$ cat src/rtl/bcds_pkg.sv
/*
  Shared constants, types and helper functions of the bus clock domain sync block.
  Assumes one core clock (sys_clk) and two bus clock domains whose clocks arrive as plain inputs.
*/
// What this block does
// - Functional clocking is split into three domains: core, fetch/read/write bus and peripheral/DMA bus.
// - Fetch, data read and data write ports belong to the fetch/read/write bus clock, DMA and peripheral to the other.
// - Any clock may stop for any time and no state is lost while it is stopped.
// - Each bus domain is set up on its own as synchronous or asynchronous to the core.
// - In synchronous mode the register on the outgoing request path is bypassed, shortening latency.
// - In asynchronous mode the block works with the core clock faster than the bus clock, which it samples on sys_clk.
// - Each bus domain has one bus clock input and two static synchronous-select inputs of its own.
// - Both select inputs high bypass the bus input synchronisers of that domain; any other setting uses the synchronisers.
// - A synchronous bus port runs n:1 to the core, qualified by an enable sampled on core edges.
// - One enable serves fetch, read and write; the DMA and peripheral ports each have their own.
// - At 1:1 with zero-wait slaves an uncached read costs six cycles over a hit on data, five on fetch.
package bcds_pkg;

  // ****************************************
  // Sizes and indices
  // ****************************************
  localparam int NUM_PORTS = 5;
  localparam int ADDR_W = 32;
  localparam int DATA_W = 32;
  localparam int SYNC_STAGES = 2;

  localparam int PORT_FETCH = 0;
  localparam int PORT_READ = 1;
  localparam int PORT_WRITE = 2;
  localparam int PORT_DMA = 3;
  localparam int PORT_PERIPH = 4;

  // Enable lane inside a domain tick pair
  localparam int LANE_SHARED = 0;
  localparam int LANE_DMA = 0;
  localparam int LANE_PERIPH = 1;

  // Domain codes
  localparam logic [1:0] DOM_CORE = 2'h0;
  localparam logic [1:0] DOM_FETCH_RW = 2'h1;
  localparam logic [1:0] DOM_PERIPH_DMA = 2'h2;

  // ****************************************
  // Bus encodings and reset values
  // ****************************************
  localparam logic [1:0] TRANS_IDLE = 2'h0;
  localparam logic [1:0] TRANS_NONSEQ = 2'h2;
  localparam logic RESP_OKAY = 1'h0;
  localparam logic SYNC_SEL_RESET = 1'h0;

  // Uncached read penalty over a hit at 1:1 synchronous clocking
  localparam int READ_PENALTY_DATA = 6;
  localparam int READ_PENALTY_FETCH = 5;

  // ****************************************
  // Types
  // ****************************************
  typedef enum logic [1:0] {
    ST_IDLE = 2'h0,
    ST_ADDR = 2'h1,
    ST_DATA = 2'h3,
    ST_RESP = 2'h2
  } bcds_state_t;

  typedef struct packed {
    logic [ADDR_W-1:0] addr;
    logic write;
    logic [DATA_W-1:0] wdata;
  } bcds_req_t;

  typedef struct packed {
    logic [DATA_W-1:0] rdata;
    logic err;
  } bcds_rsp_t;

  typedef struct packed {
    logic [1:0] trans;
    logic [ADDR_W-1:0] addr;
    logic write;
    logic [DATA_W-1:0] wdata;
  } bcds_bus_out_t;

  typedef struct packed {
    logic ready;
    logic resp;
    logic [DATA_W-1:0] rdata;
  } bcds_bus_in_t;

  localparam bcds_bus_out_t BUS_OUT_RESET = '{trans: TRANS_IDLE, addr: '0, write: 1'b0, wdata: '0};

  // ****************************************
  // Functions
  // ****************************************
  function automatic logic [1:0] bcds_port_domain(input int port);
    return (port <= PORT_WRITE) ? DOM_FETCH_RW : DOM_PERIPH_DMA;
  endfunction

  function automatic int bcds_port_lane(input int port);
    return (port == PORT_PERIPH) ? LANE_PERIPH : LANE_SHARED;
  endfunction

endpackage

$ cat src/rtl/bcds_sync.sv
/*
  Two-flop level synchroniser of configurable width.
  Assumes the input is a level from outside the sys_clk domain or a quasi-static word.
*/
`timescale 1ns/1ps
module bcds_sync
  import bcds_pkg::*;
#(
  parameter int W = 1
) (
  // Clock and reset
  input wire logic sys_clk,
  input wire logic rst,
  // Data
  input wire logic [W-1:0] asyncIn,
  output logic [W-1:0] syncOut
);

  logic [W-1:0] stage1;

  // ****************************************
  // Synchroniser chain
  // ****************************************
  always_ff @(posedge sys_clk or posedge rst) begin
    if (rst) begin
      stage1 <= '0;
      syncOut <= '0;
    end else begin
      stage1 <= asyncIn;
      syncOut <= stage1;
    end
  end

endmodule

$ cat src/rtl/bcds_tick.sv
/*
  Per-bus-domain advance generator: samples the bus clock and the two select inputs,
  and yields one advance pulse per enable lane.
  Assumes select inputs are static and the enables come from logic on sys_clk.
*/
`timescale 1ns/1ps
module bcds_tick
  import bcds_pkg::*;
(
  // Clock and reset
  input wire logic sys_clk,
  input wire logic rst,
  // Domain pins
  input wire logic busClock,
  input wire logic syncSelectA,
  input wire logic syncSelectB,
  input wire logic [1:0] busClockEnable,
  // Derived controls
  output logic [1:0] tick,
  output logic syncMode,
  output logic selectMismatch
);

  logic [2:0] pinSync;
  logic clockLast;

  bcds_sync #(.W(3)) u_pins (
    .sys_clk(sys_clk),
    .rst(rst),
    .asyncIn({busClock, syncSelectA, syncSelectB}),
    .syncOut(pinSync)
  );

  // ****************************************
  // Bus clock edge detect
  // ****************************************
  always_ff @(posedge sys_clk or posedge rst) begin
    if (rst) begin
      clockLast <= 1'b0;
    end else begin
      clockLast <= pinSync[2];
    end
  end

  // In asynchronous mode a stopped bus clock yields no edges, so the bus side state of each port simply holds
  wire logic busRise = pinSync[2] & ~clockLast;
  assign syncMode = pinSync[1] & pinSync[0];
  assign selectMismatch = pinSync[1] ^ pinSync[0];
  assign tick = syncMode ? busClockEnable : {2{busRise}};

endmodule

$ cat src/rtl/bcds_top.sv
/*
  Bus clock domain arrangement: a core-side request/response port for each of the five bus
  masters, carried into its bus domain either through synchronisers or, when selected,
  straight through on clock enables.
  Assumes the core clock is sys_clk, the bus clocks and selects come from pins, and the
  bus slaves answer with an AHB-Lite style ready/response.
*/
`timescale 1ns/1ps
module bcds_top
  import bcds_pkg::*;
(
  // Core clock and reset
  input wire logic sys_clk,
  input wire logic rst,
  // Fetch/read/write bus domain
  input wire logic fetchRwBusClock,
  input wire logic fetchRwSyncSelectA,
  input wire logic fetchRwSyncSelectB,
  input wire logic fetchRwBusClockEnable,
  // Peripheral/DMA bus domain
  input wire logic periphDmaBusClock,
  input wire logic periphDmaSyncSelectA,
  input wire logic periphDmaSyncSelectB,
  input wire logic dmaBusClockEnable,
  input wire logic periphBusClockEnable,
  // Core-side requests
  input wire logic [NUM_PORTS-1:0] coreReqValid,
  input wire bcds_req_t [NUM_PORTS-1:0] coreReq,
  output logic [NUM_PORTS-1:0] coreReqReady,
  // Core-side responses
  output logic [NUM_PORTS-1:0] coreRspValid,
  output bcds_rsp_t [NUM_PORTS-1:0] coreRsp,
  // Bus side
  output bcds_bus_out_t [NUM_PORTS-1:0] busOut,
  input wire bcds_bus_in_t [NUM_PORTS-1:0] busIn,
  // Status
  output logic fetchRwSyncMode,
  output logic periphDmaSyncMode,
  output logic fetchRwSelectMismatch,
  output logic periphDmaSelectMismatch,
  output logic [NUM_PORTS-1:0] portBusy
);

  // ****************************************
  // Domain advance generators
  // ****************************************
  logic [1:0] fetchRwTick;
  logic [1:0] periphDmaTick;

  // One shared enable for fetch, read and write
  bcds_tick u_fetch_rw_tick (
    .sys_clk(sys_clk),
    .rst(rst),
    .busClock(fetchRwBusClock),
    .syncSelectA(fetchRwSyncSelectA),
    .syncSelectB(fetchRwSyncSelectB),
    .busClockEnable({2{fetchRwBusClockEnable}}),
    .tick(fetchRwTick),
    .syncMode(fetchRwSyncMode),
    .selectMismatch(fetchRwSelectMismatch)
  );

  // Separate enables for the DMA and peripheral ports
  bcds_tick u_periph_dma_tick (
    .sys_clk(sys_clk),
    .rst(rst),
    .busClock(periphDmaBusClock),
    .syncSelectA(periphDmaSyncSelectA),
    .syncSelectB(periphDmaSyncSelectB),
    .busClockEnable({periphBusClockEnable, dmaBusClockEnable}),
    .tick(periphDmaTick),
    .syncMode(periphDmaSyncMode),
    .selectMismatch(periphDmaSelectMismatch)
  );

  // ****************************************
  // Ports
  // ****************************************
  genvar p;
  for (p = 0; p < NUM_PORTS; p++) begin : g_port

    localparam logic [1:0] DOMAIN = bcds_port_domain(p);
    localparam int LANE = bcds_port_lane(p);

    bcds_state_t state;
    bcds_state_t next_state;
    bcds_bus_out_t busDrv;
    bcds_bus_out_t next_busDrv;
    bcds_rsp_t rspHold;
    bcds_rsp_t next_rspHold;
    bcds_req_t reqHold;
    bcds_bus_in_t busInSync;
    logic reqFlag;
    logic reqSeen;
    logic rspSeen;
    logic rspPulse;
    bcds_rsp_t rspOut;

    // Port to domain mapping
    wire logic portTick = (DOMAIN == DOM_FETCH_RW) ? fetchRwTick[LANE] : periphDmaTick[LANE];
    wire logic portSync = (DOMAIN == DOM_FETCH_RW) ? fetchRwSyncMode : periphDmaSyncMode;

    // Bus inputs cross in with the same delay as the sampled bus clock
    bcds_sync #(.W($bits(bcds_bus_in_t))) u_bus_in (
      .sys_clk(sys_clk),
      .rst(rst),
      .asyncIn(busIn[p]),
      .syncOut(busInSync)
    );

    // Synchronous mode bypasses the crossing registers on the launch, response and bus input paths
    wire bcds_bus_in_t busInUse = portSync ? busIn[p] : busInSync;
    wire logic launch = portSync ? reqFlag : reqSeen;
    wire logic rspAvail = portSync ? (state == ST_RESP) : rspSeen;
    wire logic rspTake = rspAvail & reqFlag;
    wire logic reqTake = coreReqValid[p] & coreReqReady[p];

    assign coreReqReady[p] = ~reqFlag & ~rspSeen & (state == ST_IDLE);
    assign coreRspValid[p] = rspPulse;
    assign coreRsp[p] = rspOut;
    assign busOut[p] = busDrv;
    assign portBusy[p] = reqFlag | (state != ST_IDLE);

    // ****************************************
    // Core side: request hold and response pulse
    // ****************************************
    always_ff @(posedge sys_clk or posedge rst) begin
      if (rst) begin
        reqFlag <= 1'b0;
        reqHold <= '0;
      end else if (reqTake) begin
        reqFlag <= 1'b1;
        reqHold <= coreReq[p];
      end else if (rspTake) begin
        reqFlag <= 1'b0;
      end
    end

    always_ff @(posedge sys_clk or posedge rst) begin
      if (rst) begin
        rspPulse <= 1'b0;
        rspOut <= '0;
      end else begin
        rspPulse <= rspTake;
        if (rspTake) begin
          rspOut <= rspHold;
        end
      end
    end

    // ****************************************
    // Crossing registers; rspSeen also gates coreReqReady in synchronous mode
    // ****************************************
    always_ff @(posedge sys_clk or posedge rst) begin
      if (rst) begin
        reqSeen <= 1'b0;
        rspSeen <= 1'b0;
      end else begin
        reqSeen <= reqFlag;
        rspSeen <= (state == ST_RESP) & reqFlag;
      end
    end

    // ****************************************
    // Bus side sequencer
    // ****************************************
    always_comb begin
      next_state = state;
      next_busDrv = busDrv;
      next_rspHold = rspHold;
      if (portTick) begin
        case (state)
          ST_IDLE: begin
            if (launch) begin
              next_busDrv.trans = TRANS_NONSEQ;
              next_busDrv.addr = reqHold.addr;
              next_busDrv.write = reqHold.write;
              next_state = ST_ADDR;
            end
          end
          ST_ADDR: begin
            if (busInUse.ready) begin
              next_busDrv.trans = TRANS_IDLE;
              next_busDrv.wdata = reqHold.wdata;
              next_state = ST_DATA;
            end
          end
          ST_DATA: begin
            if (busInUse.ready) begin
              next_rspHold.rdata = busInUse.rdata;
              next_rspHold.err = (busInUse.resp != RESP_OKAY);
              next_state = ST_RESP;
            end
          end
          ST_RESP: begin
            if (!launch) begin
              next_state = ST_IDLE;
            end
          end
          default: begin
            next_busDrv = BUS_OUT_RESET;
            next_state = ST_IDLE;
          end
        endcase
      end
    end

    // State holds without a tick, so stopped clocks lose nothing
    always_ff @(posedge sys_clk or posedge rst) begin
      if (rst) begin
        state <= ST_IDLE;
        busDrv <= BUS_OUT_RESET;
        rspHold <= '0;
      end else begin
        state <= next_state;
        busDrv <= next_busDrv;
        rspHold <= next_rspHold;
      end
    end

  end

endmodule

$ cat config.mk
export PLATFORM = sky130hd
export DESIGN_NAME = bcds_top
export DESIGN_NICKNAME = d
export VERILOG_FILES = /design/src/rtl/bcds_pkg.sv /design/src/rtl/bcds_sync.sv /design/src/rtl/bcds_tick.sv /design/src/rtl/bcds_top.sv
export SDC_FILE = /design/constraint.sdc
export NUM_CORES = 2
export LEC_CHECK = 0
export ABC_AREA = 1
export BUFFER_PORTS_ARGS = -buffer_cell sky130_fd_sc_hd__buf_2
export CORE_AREA = 2 2 405 407
export DETAILED_ROUTE_END_ITERATION = 10
export DIE_AREA = 0 0 407 409
export PLACE_DENSITY = 0.56
export SLEW_MARGIN = 40
export SYNTH_ARGS = -nofsm -noshare
export SYNTH_HDL_FRONTEND = slang
export SYNTH_SLANG_ARGS = --single-unit
$ cat constraint.sdc
create_clock -name sys_clk -period 76.5 [get_ports sys_clk]
set_input_delay 0 -clock sys_clk [delete_from_list [all_inputs] [get_ports sys_clk]]
set_output_delay 0 -clock sys_clk [all_outputs]
set_load 0.01 [all_outputs]
==> impl_metrics.py <==
metrics = {
    "routing": {
        "detail_route.iter0.violations": 3220,
        "detail_route.drc_violations": 0,
        "route.detailed.vias_per_inst": 4.563,
        "totalWireLength_um": 173500,
        "vias": 42380,
        "drtAntennaViolNets": 0,
        "firstDrtPassIters": 6,
        "detail_route.wl_per_cell_um": 18.69,
    },
    "floorplan": {
        "floorplan.die_area_um2": 166500,
        "initial_utilization": 0.3066,
        "die_width_um": 407,
        "die_height_um": 409,
        "fp-row-count": 148,
        "core-area_um2": 162000,
        "io-pin-count": 1030,
    },
    "outcome": {
        "status": "completed",
    },
    "min_path": {
        "hold_class": "input pin to flop",
        "whs_path_depth": 4,
        "whs_endpoint": "g_port[1].rspHold[27]",
        "worst_hold_startpoint": "busIn[60]",
    },
    "finish": {
        "mostFrequentLayoutCells": "sky130_fd_sc_hd__nand2_1, sky130_fd_sc_hd__dfrtp_1, sky130_fd_sc_hd__dlygate4sd3_1",
        "final_layout_size_suffix_gt1_frac": 0.1912,
        "filler_cell_count": 14980,
        "final_common_cell": "sky130_fd_sc_hd__nand2_1",
        "layoutNonFillerInstCount": 9286,
        "final-seq-area_um2": 34260,
        "area.growth.synth_to_final_pct": 48.24,
        "nNetsFinal": 7476,
        "multiInputGateArea_um2": 13210,
        "postLayoutCoreUtil": 0.4545,
    },
    "critical_path": {
        "criticalPathCategory": "input pin to async pin",
        "path_cells": "dlygate4sd3_1, buf_2, dlygate4sd3_1, clkinv_8, buf_6, buf_4, buf_12, buf_16",
        "reg2reg_setup_slack_ns": 73.53,
        "critical_path_required_ns": 77.40,
        "r2r.worst_path.cells": 8,
        "critical_path.n_buffers_inverters": 8,
        "crit_path_slowest_cell": "sky130_fd_sc_hd__buf_4",
        "max_stage_delay_ns": 0.71,
        "timing.critical_path.to_type": "async pin",
        "crit-reg2reg-capture": "g_port[1].reqHold[49]",
        "critPathTopFamily": "buffers and inverters",
        "timing.critical_path.fanout_max": 115,
        "timing.critical_path.from_type": "input pin",
        "critical_path_arrival_ns": 4.17,
        "critPathMostFrequentCell": "sky130_fd_sc_hd__dlygate4sd3_1",
        "reg2reg_from": "g_port[1].state[0]",
    },
    "synthesis": {
        "synth_top_area_share": 0.6896,
        "synth_register_bits": 1369,
        "seq_total_area_yosys": 0.6896,
        "synth_area_um2": 49680,
        "synth_cells": 4843,
        "synth.yosys.warnings": 0,
        "yosysTopAreaCell": "sky130_fd_sc_hd__dfrtp_1",
        "mean_post_synth_cell_area_um2": 10.26,
        "synth.area.top_cells": "sky130_fd_sc_hd__dfrtp_1, sky130_fd_sc_hd__nand2_1, sky130_fd_sc_hd__o21ai_0",
        "number_of_distinct_library_cells_after_synthesis": 31,
    },
    "timing": {
        "final_max_slew_viol_count": 0,
        "hold_viol_final": 0,
        "worst-slew-pin-transition_ns": 0.8699,
        "setup_repair_after_global_routing_missed_its_margin": "false",
        "timing.fmax_ghz": 0.3056,
        "timing.slew.headroom": 0.4192,
        "timing.final.crit_period_ns": 3.273,
        "post-route-period-util": 0.04278,
        "setup-tns-final_ns": 0,
        "finalSetupViolCount": 0,
        "fin_skew_ns": 0.03627,
    },
    "clocking": {
        "cts.sinks": 1369,
        "cts_max_path_buffers": 3,
        "cts_root_buffer": "sky130_fd_sc_hd__clkbuf_16",
        "worst_skew_pair.late_latency_ns": 0.83,
        "cts_tree": "yes",
        "htree_num_levels": 4,
        "cts_buffers": 150,
        "cts.clk_slew.worst_paths_ns": 0.06,
    },
    "global_routing": {
        "antenna_found_initial": 38,
        "grt_overflow": 0,
        "gr-usage-all-layers": 0.2053,
        "grt_first_pass_wirelength_um": 262500,
        "grt_pass1_vias": 43760,
        "grt_start_max_net_pins": 152,
    },
    "placement": {
        "globalplace.congestion": 0.8533,
        "place.port_buffers": 1024,
        "dp_hpwl_um": 110200,
        "dp_cells": 7813,
    },
    "pwr": {
        "power.static_leakage_nw": 37.52,
        "vdd_drop_max_mv": 0.02388,
        "power_per_cell_area_nw_per_um2": 35.11,
    },
    "run": {
        "cap_violations": 0,
    },
}
-- per-layer routing --
| layer | GRT usage | up-vias | wire (um) |
|---|---|---|---|
| met5 | 0 | - | 78 |
| met4 | 0.1110 | 12 | 9282 |
| met3 | 0.06213 | 435 | 13710 |
| met2 | 0.3232 | 1436 | 79670 |
| met1 | 0.2517 | 20800 | 70780 |
| li1 | - | 19690 | - |
-- through the flow --
step / setup WS (ns) / instance area (um2) / power (mW) / hold slack (ns)
floorplan: 37.90 / 49700 / 1.473 / 0.03143
global placement: 72.59 / 56580 / 1.763 / 0.1113
detailed placement: 73.27 / 56770 / 1.785 / 0.1109
CTS: 73.02 / 73500 / 2.599 / 0.0007447
global route: 72.74 / 73630 / 2.745 / 0.06651
finish: 73.23 / 73650 / 2.586 / 0.05442
-- what timing repair did --
| action | CTS | global route |
|---|---|---|
| buffers inserted | 0 | 0 |
| resized for setup | 0 | 0 |
| endpoints found under the hold margin | 937 | 0 |
| hold buffers | 1170 | 0 |
-- Yosys cell counts --
cell	count
sky130_fd_sc_hd__buf_6	15
sky130_fd_sc_hd__nand4_1	131
sky130_fd_sc_hd__nand3_2	1
sky130_fd_sc_hd__inv_2	6
sky130_fd_sc_hd__dfrtp_1	1369
sky130_fd_sc_hd__conb_1	1
sky130_fd_sc_hd__nand2_1	1760
sky130_fd_sc_hd__clkbuf_2	1
sky130_fd_sc_hd__o21ai_1	12
sky130_fd_sc_hd__nand2_2	10
sky130_fd_sc_hd__inv_1	220
sky130_fd_sc_hd__o21ai_0	296
sky130_fd_sc_hd__nor3_1	2
sky130_fd_sc_hd__nor2_4	5
sky130_fd_sc_hd__nor2_1	215
sky130_fd_sc_hd__nor2_2	5
sky130_fd_sc_hd__mux2i_1	99
sky130_fd_sc_hd__buf_1	7
sky130_fd_sc_hd__clkinv_1	4
sky130_fd_sc_hd__clkbuf_1	117
sky130_fd_sc_hd__inv_4	2
sky130_fd_sc_hd__nand3b_2	1
sky130_fd_sc_hd__buf_2	115
sky130_fd_sc_hd__nand3_1	212
sky130_fd_sc_hd__a21oi_1	195
sky130_fd_sc_hd__and2_1	1
sky130_fd_sc_hd__nand4_2	1
sky130_fd_sc_hd__buf_4	30
sky130_fd_sc_hd__nand3b_1	6
sky130_fd_sc_hd__nand3_4	1
sky130_fd_sc_hd__ha_1	3
-- registers in the layout (all words and copies together), names as in the netlist --
| register | cells |
|---|---|
| g_port.u_bus_in.syncOut | 170 |
| g_port.state | 10 |
| u_fetch_rw_tick.clockLast | 1 |
| coreRsp | 165 |
| g_port.u_bus_in.stage1 | 170 |
| g_port.rspPulse | 5 |
| g_port.reqHold | 325 |
| g_port.rspHold | 165 |
| g_port.reqSeen | 5 |
| u_periph_dma_tick.u_pins.syncOut | 3 |
| u_periph_dma_tick.clockLast | 1 |
| g_port.rspSeen | 5 |
| g_port.reqFlag | 5 |
| u_fetch_rw_tick.u_pins.stage1 | 3 |
| u_fetch_rw_tick.u_pins.syncOut | 3 |
| u_periph_dma_tick.u_pins.stage1 | 3 |
| busOut | 330 |
-- power breakdown --
| part | switching [mW] | internal, mW | leakage [nW] |
|---|---|---|---|
| combinational | 0.457 | 0.280 | 18.5 |
| sequential | 0.137 | 0.977 | 16.6 |
| clock | 0.307 | 0.428 | 2.47 |
| total | 0.901 | 1.68 | 37.5 |
-- layout make-up --
class / instances / share of cell area
sequential: 1369 / 0.4652
timing repair buffer: 2248 / 0.2372
multi-input combinational: 2961 / 0.1793
clock buffer: 220 / 0.05917
tap: 2175 / 0.03695
inverter: 232 / 0.01220
clock inverter: 51 / 0.008902
antenna: 30 / 0.001019
-- worst min-delay path, stage by stage --
cell and delay, ns:
sky130_fd_sc_hd__dlygate4sd3_1 0.52, sky130_fd_sc_hd__buf_2 0.11, sky130_fd_sc_hd__mux2i_1 0.06, sky130_fd_sc_hd__o21ai_0 0.15
-- cells by family (layout without fill, tap and decap cells) --
kind of cell               count (synthesis)  in the layout  synth area share
adders and majority gates                  3              3         0.0007556
other                                      1             35        0.00007548
muxes                                     99             99           0.01995
and+or+nand+nor                         2351           2351            0.1924
buffers and inverters                    517           2751           0.04662
DFF                                     1369           1369            0.6896
AOI/OAI and AO/OA                        503            503           0.05067
-- how the worst max path moves through the flow --
stage	endpoint	startpoint	depth (start not counted)
final	busOut[54]	rst	8
after global routing	busOut[45]	rst	8
after CTS	g_port[0].reqHold[20]	rst	7
after detailed placement	g_port[0].reqHold[20]	rst	5
after global placement	busOut[286]	u_periph_dma_tick.u_pins.syncOut[0]	7
after floorplan	busOut[0]	rst	1
(Power assumes the default switching activity.)
